## config.mk

```make
export PLATFORM = sky130hd
export DESIGN_NAME = legacy_region_address_decoder
export DESIGN_NICKNAME = d
export VERILOG_FILES = /design/src/region_decode_pkg.sv /design/src/shadow_attr_lookup.sv /design/src/top_mgmt_segment_window.sv /design/src/legacy_region_address_decoder.sv
export SDC_FILE = /design/constraint.sdc
export NUM_CORES = 1
export LEC_CHECK = 0
export ABC_CLOCK_PERIOD_IN_PS = 1900
export BUFFER_PORTS_ARGS = -buffer_cell sky130_fd_sc_hd__buf_4
export CAP_MARGIN = 10
export CORE_MARGIN = 2
export CORE_UTILIZATION = 50
export CTS_CLUSTER_DIAMETER = 40
export DETAILED_ROUTE_END_ITERATION = 10
export GPL_TIMING_DRIVEN = 0
export PLACE_DENSITY = 0.79
export SLEW_MARGIN = 5
export SYNTH_ARGS = -nofsm -noshare
export SYNTH_HDL_FRONTEND = slang
export SYNTH_SLANG_ARGS = --single-unit
```

## constraint.sdc

```tcl
create_clock -name core_clk -period 1.9 [get_ports core_clk]
set_clock_uncertainty 0.05 [all_clocks]
set_input_delay 0.095 -clock core_clk [delete_from_list [all_inputs] [get_ports core_clk]]
set_output_delay 0.095 -clock core_clk [all_outputs]
set_load 0.02 [all_outputs]
```

## src/region_decode_pkg.sv

```systemverilog
// Package: address map constants, attribute encodings and request/result carriers
package region_decode_pkg;

    localparam int ADDR_W = 36;

    // Fixed region bounds
    localparam logic [35:0] SHADOW_BASE    = 36'h0_000C_0000;
    localparam logic [35:0] SHADOW_LIMIT   = 36'h0_000F_FFFF;
    localparam logic [35:0] EXPN_BASE      = 36'h0_000C_0000;
    localparam logic [35:0] EXTFW_BASE     = 36'h0_000E_0000;
    localparam logic [35:0] SYSFW_BASE     = 36'h0_000F_0000;
    localparam logic [35:0] HOLE_BASE      = 36'h0_00F0_0000;
    localparam logic [35:0] HOLE_LIMIT     = 36'h0_00FF_FFFF;
    localparam logic [35:0] ECFG_BASE_DEF  = 36'h0_E000_0000;
    localparam logic [35:0] ECFG_SIZE      = 36'h0_1000_0000;
    localparam logic [35:0] HUBINTC_BASE   = 36'h0_FEC0_0000;
    localparam logic [35:0] HUBINTC_LIMIT  = 36'h0_FEC7_FFFF;
    localparam logic [35:0] PEINTC_BASE    = 36'h0_FEC8_0000;
    localparam logic [35:0] PEINTC_LIMIT   = 36'h0_FEC8_5FFF;
    localparam logic [35:0] MSI_BASE       = 36'h0_FEE0_0000;
    localparam logic [35:0] MSI_LIMIT      = 36'h0_FEEF_FFFF;
    localparam logic [35:0] HIGHMGMT_BASE  = 36'h0_FEDA_0000;
    localparam logic [35:0] HIGHMGMT_LIMIT = 36'h0_FEDB_FFFF;
    localparam logic [35:0] LOWMGMT_BASE   = 36'h0_000A_0000;
    localparam logic [35:0] ZERO_ADDR      = 36'h0_0000_0000;

    // Segment index fields
    localparam int SEG16_LSB   = 14;
    localparam int PEWIN_LSB   = 12;
    localparam int NUM_EXPN    = 8;
    localparam int NUM_EXTFW   = 4;
    localparam int NUM_PE      = 6;

    // Top management segment sizes
    localparam logic [35:0] TOP_MGMT_SEGMENT_128K = 36'h0_0002_0000;
    localparam logic [35:0] TOP_MGMT_SEGMENT_256K = 36'h0_0004_0000;
    localparam logic [35:0] TOP_MGMT_SEGMENT_512K = 36'h0_0008_0000;
    localparam logic [35:0] TOP_MGMT_SEGMENT_1M   = 36'h0_0010_0000;

    // Attribute: bit0 read enable, bit1 write enable
    typedef enum logic [1:0] {
        ATTR_DISABLED  = 2'h0,
        ATTR_READ_ONLY = 2'h1,
        ATTR_WRITE_ONLY = 2'h2,
        ATTR_READ_WRITE = 2'h3
    } shadow_attr_t;
    localparam int ATTR_RD_BIT = 0;
    localparam int ATTR_WR_BIT = 1;
    localparam logic [1:0] ATTR_RESET = 2'h0;

    typedef enum logic [2:0] {
        TGT_MEMORY  = 3'h0,
        TGT_HUB     = 3'h1,
        TGT_PCIE    = 3'h2,
        TGT_SYSBUS  = 3'h3,
        TGT_SPECIAL = 3'h4,
        TGT_ABORT   = 3'h5,
        TGT_INTERNAL = 3'h6,
        TGT_CFG     = 3'h7
    } target_t;

    typedef enum logic [2:0] {
        SRC_SYSBUS = 3'h0,
        SRC_HUB    = 3'h1,
        SRC_PCIE   = 3'h2
    } source_t;

    typedef struct packed {
        logic [35:0] addr;
        logic        write;
        logic        mgmt;
        logic        code;
        source_t     src;
    } request_t;

    typedef struct packed {
        target_t     target;
        logic [2:0]  port;
        logic [35:0] addr;
        logic        byte_en_kill;
        logic        target_ready_n;
    } route_t;

    typedef struct packed {
        logic        global_mgmt_mem_enable;
        logic        open;
        logic        top_mgmt_segment_enable;
        logic        high_window_enable;
        logic [1:0]  segment_size_sel;
        logic        hole_enable_field;
        logic        intc_window_disable;
        logic [35:0] low_memory_top;
        logic [35:0] ecfg_base;
    } map_cfg_t;

endpackage

```

## src/shadow_attr_lookup.sv

```systemverilog
// Shadow attribute lookup for the 768 KB to 1 MB area
`timescale 1ns/10ps
module shadow_attr_lookup
    import region_decode_pkg::*;
(
    // Attribute state
    input  wire logic [NUM_EXPN*2-1:0]  expn_attr,
    input  wire logic [NUM_EXTFW*2-1:0] extfw_attr,
    input  wire logic [1:0]             sysfw_attr,
    // Lookup
    input  wire logic [35:0]            addr,
    output logic                        hit,
    output logic [1:0]                  attr
);
    logic [2:0] seg;

    always_comb begin
        seg  = addr[SEG16_LSB+2:SEG16_LSB];
        hit  = (addr >= SHADOW_BASE) && (addr <= SHADOW_LIMIT);
        attr = ATTR_RESET;
        if (addr >= SYSFW_BASE) begin
            attr = sysfw_attr;
        end else if (addr >= EXTFW_BASE) begin
            attr = extfw_attr[seg[1:0]*2 +: 2];
        end else if (addr >= EXPN_BASE) begin
            attr = expn_attr[seg*2 +: 2];
        end
    end
endmodule

```

## src/top_mgmt_segment_window.sv

```systemverilog
// Top management segment window from low memory top and size select
`timescale 1ns/10ps
module top_mgmt_segment_window
    import region_decode_pkg::*;
(
    // Configuration
    input  wire logic [35:0] low_memory_top,
    input  wire logic [1:0]  segment_size_sel,
    // Lookup
    input  wire logic [35:0] addr,
    output logic             hit
);
    logic [35:0] size;
    logic [35:0] base;

    always_comb begin
        case (segment_size_sel)
            2'h0:    size = TOP_MGMT_SEGMENT_128K;
            2'h1:    size = TOP_MGMT_SEGMENT_256K;
            2'h2:    size = TOP_MGMT_SEGMENT_512K;
            default: size = TOP_MGMT_SEGMENT_1M;
        endcase
        base = low_memory_top - size;
        hit  = (addr >= base) && (addr < low_memory_top);
    end
endmodule

```

## src/legacy_region_address_decoder.sv

```systemverilog
// Routing decoder for legacy, management and interrupt regions of the system map
`timescale 1ns/10ps
module legacy_region_address_decoder
    import region_decode_pkg::*;
(
    // Clock and reset
    input  wire logic                   core_clk,
    input  wire logic                   rst_n,
    // Attribute writes from configuration logic
    input  wire logic                   attr_wr,
    input  wire logic [3:0]             attr_idx,
    input  wire logic [1:0]             attr_val,
    // Map configuration
    input  wire map_cfg_t               cfg,
    // Request
    input  wire logic                   req_valid,
    input  wire request_t               req,
    // Routed result
    output logic                        rsp_valid,
    output route_t                      rsp,
    // Attribute state readback
    output logic [NUM_EXPN*2-1:0]       expn_attr_q,
    output logic [NUM_EXTFW*2-1:0]      extfw_attr_q,
    output logic [1:0]                  sysfw_attr_q
);
    localparam logic [3:0] SYSFW_IDX = 4'hC;

    function automatic logic in_range(input logic [35:0] a, input logic [35:0] lo,
                                      input logic [35:0] hi);
        in_range = (a >= lo) && (a <= hi);
    endfunction

    function automatic logic attr_allows(input logic [1:0] at, input logic wr);
        attr_allows = wr ? at[ATTR_WR_BIT] : at[ATTR_RD_BIT];
    endfunction

    // Attribute storage, each segment its own register slice
    genvar g;
    generate
        for (g = 0; g < NUM_EXPN; g++) begin : g_expn
            always_ff @(posedge core_clk or negedge rst_n) begin
                if (!rst_n) begin
                    expn_attr_q[g*2 +: 2] <= ATTR_RESET;
                end else if (attr_wr && attr_idx == 4'(g)) begin
                    expn_attr_q[g*2 +: 2] <= attr_val;
                end
            end
        end
        for (g = 0; g < NUM_EXTFW; g++) begin : g_extfw
            always_ff @(posedge core_clk or negedge rst_n) begin
                if (!rst_n) begin
                    extfw_attr_q[g*2 +: 2] <= ATTR_RESET;
                end else if (attr_wr && attr_idx == 4'(g + NUM_EXPN)) begin
                    extfw_attr_q[g*2 +: 2] <= attr_val;
                end
            end
        end
    endgenerate

    always_ff @(posedge core_clk or negedge rst_n) begin
        if (!rst_n) begin
            sysfw_attr_q <= ATTR_RESET;
        end else if (attr_wr && attr_idx == SYSFW_IDX) begin
            sysfw_attr_q <= attr_val;
        end
    end

    // Region lookups
    logic       shadow_hit;
    logic [1:0] shadow_attr;
    logic       top_mgmt_segment_hit;

    shadow_attr_lookup i_shadow_attr_lookup (
        .expn_attr  (expn_attr_q),
        .extfw_attr (extfw_attr_q),
        .sysfw_attr (sysfw_attr_q),
        .addr       (req.addr),
        .hit        (shadow_hit),
        .attr       (shadow_attr)
    );

    top_mgmt_segment_window i_top_mgmt_segment_window (
        .low_memory_top   (cfg.low_memory_top),
        .segment_size_sel (cfg.segment_size_sel),
        .addr             (req.addr),
        .hit              (top_mgmt_segment_hit)
    );

    logic        inbound;
    logic        hole_hit;
    logic        ecfg_hit;
    logic        hubintc_hit;
    logic        peintc_hit;
    logic        msi_hit;
    logic        high_hit;
    logic        mgmt_ok;
    logic [2:0]  pe_port;
    route_t      rsp_d;

    always_comb begin
        inbound     = (req.src != SRC_SYSBUS);
        hole_hit    = in_range(req.addr, HOLE_BASE, HOLE_LIMIT);
        ecfg_hit    = in_range(req.addr, cfg.ecfg_base, cfg.ecfg_base + ECFG_SIZE - 36'h1);
        hubintc_hit = in_range(req.addr, HUBINTC_BASE, HUBINTC_LIMIT);
        peintc_hit  = in_range(req.addr, PEINTC_BASE, PEINTC_LIMIT);
        msi_hit     = in_range(req.addr, MSI_BASE, MSI_LIMIT);
        high_hit    = in_range(req.addr, HIGHMGMT_BASE, HIGHMGMT_LIMIT);
        pe_port     = req.addr[PEWIN_LSB+2:PEWIN_LSB];
        // Open space or a management code fetch may reach management memory
        mgmt_ok     = cfg.global_mgmt_mem_enable && (cfg.open || (req.mgmt && req.code));
    end

    // Decision, ordered so fixed high windows win over subtractive ranges
    always_comb begin
        rsp_d                = '0;
        rsp_d.target         = TGT_MEMORY;
        rsp_d.addr           = req.addr;
        rsp_d.target_ready_n = 1'b1;
        if (msi_hit) begin
            if (!req.write) begin
                rsp_d.target = TGT_ABORT;
            end else begin
                // Forwarded or local, the device closes the bus phase itself
                rsp_d.target         = TGT_SYSBUS;
                rsp_d.target_ready_n = 1'b0;
            end
        end else if (high_hit && cfg.global_mgmt_mem_enable && cfg.high_window_enable) begin
            if (inbound) begin
                rsp_d.target = TGT_SPECIAL;
                rsp_d.addr   = ZERO_ADDR;
                rsp_d.byte_en_kill = req.write;
            end else if (mgmt_ok) begin
                rsp_d.addr = LOWMGMT_BASE + (req.addr - HIGHMGMT_BASE);
            end else begin
                rsp_d.target = TGT_SPECIAL;
            end
        end else if (!inbound && hubintc_hit) begin
            rsp_d.target = TGT_HUB;
        end else if (!inbound && peintc_hit) begin
            if (cfg.intc_window_disable) begin
                rsp_d.target = TGT_HUB;
            end else begin
                rsp_d.target = TGT_PCIE;
                rsp_d.port   = pe_port;
            end
        end else if (ecfg_hit) begin
            rsp_d.target = TGT_CFG;
        end else if (top_mgmt_segment_hit && cfg.global_mgmt_mem_enable && cfg.top_mgmt_segment_enable) begin
            if (inbound) begin
                rsp_d.target       = TGT_SPECIAL;
                rsp_d.addr         = ZERO_ADDR;
                rsp_d.byte_en_kill = req.write;
            end else if (mgmt_ok && (req.mgmt || cfg.open)) begin
                rsp_d.target = TGT_MEMORY;
            end else begin
                rsp_d.target = TGT_SPECIAL;
            end
        end else if (hole_hit && cfg.hole_enable_field) begin
            rsp_d.target = TGT_HUB;
        end else if (shadow_hit) begin
            if (inbound) begin
                // Attributes deliberately ignored for inbound traffic
                rsp_d.target = req.write ? TGT_HUB : TGT_INTERNAL;
            end else if (attr_allows(shadow_attr, req.write)) begin
                rsp_d.target = TGT_MEMORY;
            end else begin
                rsp_d.target = TGT_HUB;
            end
        end
        // Anything left, including disabled management windows, is memory
    end

    always_ff @(posedge core_clk or negedge rst_n) begin
        if (!rst_n) begin
            rsp_valid <= 1'b0;
        end else begin
            rsp_valid <= req_valid;
        end
    end

    always_ff @(posedge core_clk or negedge rst_n) begin
        if (!rst_n) begin
            rsp <= '{target: TGT_MEMORY, port: 3'h0, addr: ZERO_ADDR,
                     byte_en_kill: 1'b0, target_ready_n: 1'b1};
        end else if (req_valid) begin
            rsp <= rsp_d;
        end
    end

    // Checks
    a_msi_read_abort: assert property (@(posedge core_clk) disable iff (!rst_n)
        req_valid && msi_hit && !req.write |=> rsp_valid && rsp.target == TGT_ABORT)
        else $error("interrupt range read not aborted");
    a_msi_inbound_wr: assert property (@(posedge core_clk) disable iff (!rst_n)
        req_valid && msi_hit && req.write && inbound |=> rsp.target == TGT_SYSBUS)
        else $error("inbound interrupt write not sent to system bus");
    a_msi_target_ready_n_end: assert property (@(posedge core_clk) disable iff (!rst_n)
        req_valid && msi_hit && req.write |=> !rsp.target_ready_n)
        else $error("system bus interrupt write not ended");
    a_shadow_in_write: assert property (@(posedge core_clk) disable iff (!rst_n)
        req_valid && inbound && req.write && shadow_hit && !msi_hit
        |=> rsp.target == TGT_HUB)
        else $error("inbound shadow write not sent to hub");
    a_shadow_in_read: assert property (@(posedge core_clk) disable iff (!rst_n)
        req_valid && inbound && !req.write && shadow_hit |=> rsp.target == TGT_INTERNAL)
        else $error("inbound shadow read not internal");
    a_hole_routing: assert property (@(posedge core_clk) disable iff (!rst_n)
        req_valid && hole_hit && cfg.hole_enable_field && !top_mgmt_segment_hit
        |=> rsp.target == TGT_HUB)
        else $error("hole access not sent to hub");
    a_sysfw_reset: assert property (@(posedge core_clk) disable iff (!rst_n)
        $rose(rst_n) |-> sysfw_attr_q == ATTR_RESET)
        else $error("firmware attributes not disabled after reset");
    a_inbound_mgmt_kill: assert property (@(posedge core_clk) disable iff (!rst_n)
        req_valid && inbound && req.write && top_mgmt_segment_hit && cfg.global_mgmt_mem_enable
        && cfg.top_mgmt_segment_enable && !ecfg_hit && !msi_hit && !high_hit
        |=> rsp.byte_en_kill && rsp.target == TGT_SPECIAL)
        else $error("inbound management write not discarded");
    a_high_remap: assert property (@(posedge core_clk) disable iff (!rst_n)
        req_valid && !inbound && high_hit && mgmt_ok && cfg.high_window_enable
        |=> rsp.addr == LOWMGMT_BASE + ($past(req.addr) - HIGHMGMT_BASE))
        else $error("high window not remapped");
    a_intc_disable: assert property (@(posedge core_clk) disable iff (!rst_n)
        req_valid && !inbound && peintc_hit && cfg.intc_window_disable
        |=> rsp.target == TGT_HUB)
        else $error("disabled interrupt window not sent to hub");

    c_msi_write:  cover property (@(posedge core_clk) req_valid && msi_hit && req.write);
    c_remap:      cover property (@(posedge core_clk) req_valid && high_hit && mgmt_ok);
    c_shadow_mem: cover property (@(posedge core_clk)
        req_valid && shadow_hit && !inbound && attr_allows(shadow_attr, req.write));
    c_top_mgmt_segment_term:  cover property (@(posedge core_clk)
        req_valid && top_mgmt_segment_hit && cfg.top_mgmt_segment_enable && !req.mgmt && !cfg.open);
endmodule

```

==> flow_summary.json <==
{
  "status": "finished, violations left",
  "violations": "negative setup slack",
  "postSynthCellCount": 932,
  "place.detailed.hpwl_um": 20000,
  "powerDensity_mw_per_mm2": 567,
  "synth_async_sr_flop_share_pct": 100,
  "syn_area_per_cell_um2": 8.71,
  "numClockSinks": 71,
  "routed_via_density": 5.93,
  "required_ns": 2.06,
  "synth_nets": 1202,
  "antenna_found_initial": 0,
  "ys.flop_type": "dfrtp_1",
  "placed_area_mm2": 0.0101,
  "synth_enable_flop_cells": 0,
  "fin_crit_ns": 3.83,
  "cp-end-kind": "register",
  "clock.fmax_mhz": 261,
  "core_area_mm2": 0.0159,
  "fin_crit_sh_pct": 202,
  "pin_count": 203,
  "die_h_um": 131,
  "p_sw_share_pct": 36.1,
  "cts_tree": "built",
  "antenna_left": 0,
  "r2r_cells": 8,
  "drcViolationCount": 0,
  "intPower_mw": 3.98,
  "max_slew_margin_pct": 40.0,
  "gp_congestion": 0.937,
  "power_frac_clock_pct": 27.4,
  "area_growth_pct": 35.6,
  "hold_viol": 0,
  "numPortBuffers": 202,
  "critical_path_arrival_ns": 3.99,
  "combinationalPowerShare_pct": 41.9,
  "synth.ff_latch_count": 71,
  "routedWlPerCell_um": 18.4,
  "critPathMaxFanout": 4,
  "n_antenna_cell": 0,
  "start_util_pct": 51.1,
  "overflow": 0,
  "maxCapViolCount": 0,
  "power.total_mw": 6.24,
  "cts_buffer_depth": 2,
  "start_kind": "primary input",
  "setup_viol": 43,
  "crit_slowest_cell": "or4b_4",
  "grt_pass1_wl_um": 41600,
  "hp-class": "in2reg",
  "fill_cells": 1285,
  "wl_um": 25800,
  "fin_ws_ns": -1.93,
  "clk_pin_slew_ns": 0.06,
  "grt_max_degree": 72,
  "slew_viol_final": 0,
  "fin_nets": 1447,
  "cp.depth": 20,
  "layout-drive-gt1-share_pct": 32.2,
  "vias": 8285,
  "crit_family": "simple AND/OR/NAND/NOR gates",
  "power_switching_mw": 2.25,
  "cts_root_buffer": "clkbuf_16",
  "dp.cells": 1350,
  "hold_depth": 3,
  "ys_seq_area_share_pct": 21.9,
  "pwr-share-seq_pct": 30.7,
  "cts-htree-levels": 3,
  "gr-usage-all-layers_pct": 29.6,
  "tightest_slew_ns": 0.900,
  "fin_area_mm2": 0.0110,
  "p_leak_nw": 5.10,
  "syn_area_mm2": 0.00812,
  "rows": 46,
  "ys_types": 80,
  "drtIter0Drc": 531,
  "numCtsBuffers": 9,
  "cp_slowest_stage_delay_ns": 0.54,
  "final_cells": 1398,
  "grt_setup_unrepaired": "yes",
  "path_cells": "buf_8 > nor2_4 > ha_4 > inv_2 > fa_2 > a21oi_2 > nor2b_4 > nor4_4 > nand2_2 > buf_4 > xnor2_1 > ha_1 > and4_2 > o211ai_1 > o211ai_1 > nor2_2 > or4b_4 > o21ai_4 > buf_4 > o311ai_2",
  "vdd_drop_max_v": 0.000698,
  "first_pass_iters": 5,
  "yosysWarnings": 0,
  "die_w_um": 131,
  "crit_type": "in2reg",
  "dieArea_mm2": 0.0173,
  "cp_num_buf_inv": 4,
  "grt_pass1_vias": 8413,
  "clk_latency_ns": 0.34
}
## sequential cells by signal (all words and copies together), names as in the netlist
| signal | cells |
|---|---|
| expn_attr_q | 16 |
| extfw_attr_q | 8 |
| rsp | 44 |
| rsp_valid | 1 |
| sysfw_attr_q | 2 |
## power by group through the flow
stage | combinational (mW) | clock [mW] | sequential [mW]
global placement | 2.39 | 0 | 1.92
finish | 2.61 | 1.71 | 1.92
global route | 2.84 | 1.79 | 1.94
detailed placement | 2.44 | 0 | 1.93
floorplan | 1.11 | 0 | 2.18
CTS | 2.57 | 1.72 | 1.91
## worst register-to-register path, cell delays in order (launching register included)
cell,delay (ns)
dfrtp_1,0.40
mux4_2,0.48
mux2i_1,0.17
o21ai_0,0.11
a211oi_1,0.25
nor3_1,0.08
nor3_1,0.15
o21ai_0,0.09
a211oi_1,0.28
## cells by family after synthesis
group | synth area share, %
muxes | 8.35
buffers and inverters | 5.56
and+or+nand+nor | 20.6
DFF | 21.9
adders and majority gates | 21.4
AOI/OAI and AO/OA | 16.8
xor gates and xnor gates | 5.50
## per-layer routing
layer  vias up  track usage [%]  part of all wire (%)
met1      3970             36.2                    41
met5         -                0                     0
met2       285             51.6                    49
li1       3979                -                     -
met3        51             5.86                   6.7
met4         0             10.7                   2.5
## metrics by stage
step / util [%] / setup slack (ns) / TNS [ns] / hold slack, ns
after detailed placement: 63.5 / -2.62 / -103.86 / 0.168
after global routing: 69.3 / -2.10 / -81.82 / 0.0170
after floorplan: - / -1.77 / -69.21 / -0.251
final: 69.3 / -1.93 / -74.86 / 0.00711
after global placement: 63.5 / -2.57 / -102.67 / 0.170
after CTS: 68.2 / -1.90 / -73.17 / 0.000131
## layout make-up
cell class / instances / area (um^2) / share of cell area, %
buffer: 24 / 184 / 1.67
timing repair buffer: 234 / 1850 / 16.8
tap: 216 / 270 / 2.46
inverter: 81 / 322 / 2.92
multi-input combinational: 756 / 6310 / 57.3
sequential: 71 / 1780 / 16.2
clock inverter: 6 / 68.8 / 0.625
clock buffer: 10 / 229 / 2.08
## cell usage in the layout, fill, tap and decap left out, types with 5 or more instances in the layout
cell           Yosys  layout
buf_4              1     214
ha_1             137     135
inv_1             81      76
dfrtp_1           70      70
a21oi_1           80      62
nand2_1           60      57
xnor2_1           50      50
nor2_1            49      44
nand4_1           34      34
nand3_1           32      28
mux2_2            26      26
o21ai_0           25      24
mux2i_1           25      24
nor3_1            32      23
a21oi_2            0      18
a21o_1            15      15
nor4_1            19      14
clkbuf_1          14      14
buf_6              0      13
o211ai_1          11      11
clkbuf_16          0      11
and3_1            12      10
nor2b_1           11       9
a31oi_1            9       9
a211oi_1          10       8
o21ai_2            2       8
nor3_2             1       7
or3_1              7       7
mux4_2             6       6
nor4_4             1       5
nand2b_1           5       5
o21ai_1           11       5
a21boi_0           5       5
dlygate4sd3_1      0       5
## repair_timing
action	CTS	global route
setup buffers	17	8
pin swaps	12	12
setup endpoints to repair	43	43
resized for setup	52	29
hold buffers	5	0
cloned	3	0
hold endpoints to repair	78	0
## Yosys cell counts, types with 6 or more instances
master,instances,area share (%)
a211oi_1,10,0.92
a21o_1,15,1.4
a21oi_1,80,4.9
a31oi_1,9,0.69
and3_1,12,0.92
clkbuf_1,14,0.65
dfrtp_1,70,22
ha_1,137,21
inv_1,81,3.7
mux2_2,26,3.6
mux2i_1,25,3.1
mux4_2,6,1.7
nand2_1,60,2.8
nand3_1,32,2.0
nand4_1,34,2.6
nor2_1,49,2.3
nor2b_1,11,0.85
nor3_1,32,2.0
nor4_1,19,1.5
o211ai_1,11,1.0
o21ai_0,25,1.5
o21ai_1,11,0.68
or3_1,7,0.54
xnor2_1,50,5.4
## final timing paths
path | start | endpoint | slack [ns]
max | cfg[75] | rsp[23] | -1.93
min | req[31] | rsp[27] | 0.007
max reg2reg | expn_attr_q[6] | rsp[41] | -0.26
min reg2reg | rsp[0] | rsp[0] | 0.43
max in group asynchronous | rst_n | rsp[6] | 0.84
min in group asynchronous | rst_n | rsp[30] | 0.36
(Power assumes the default switching activity.)
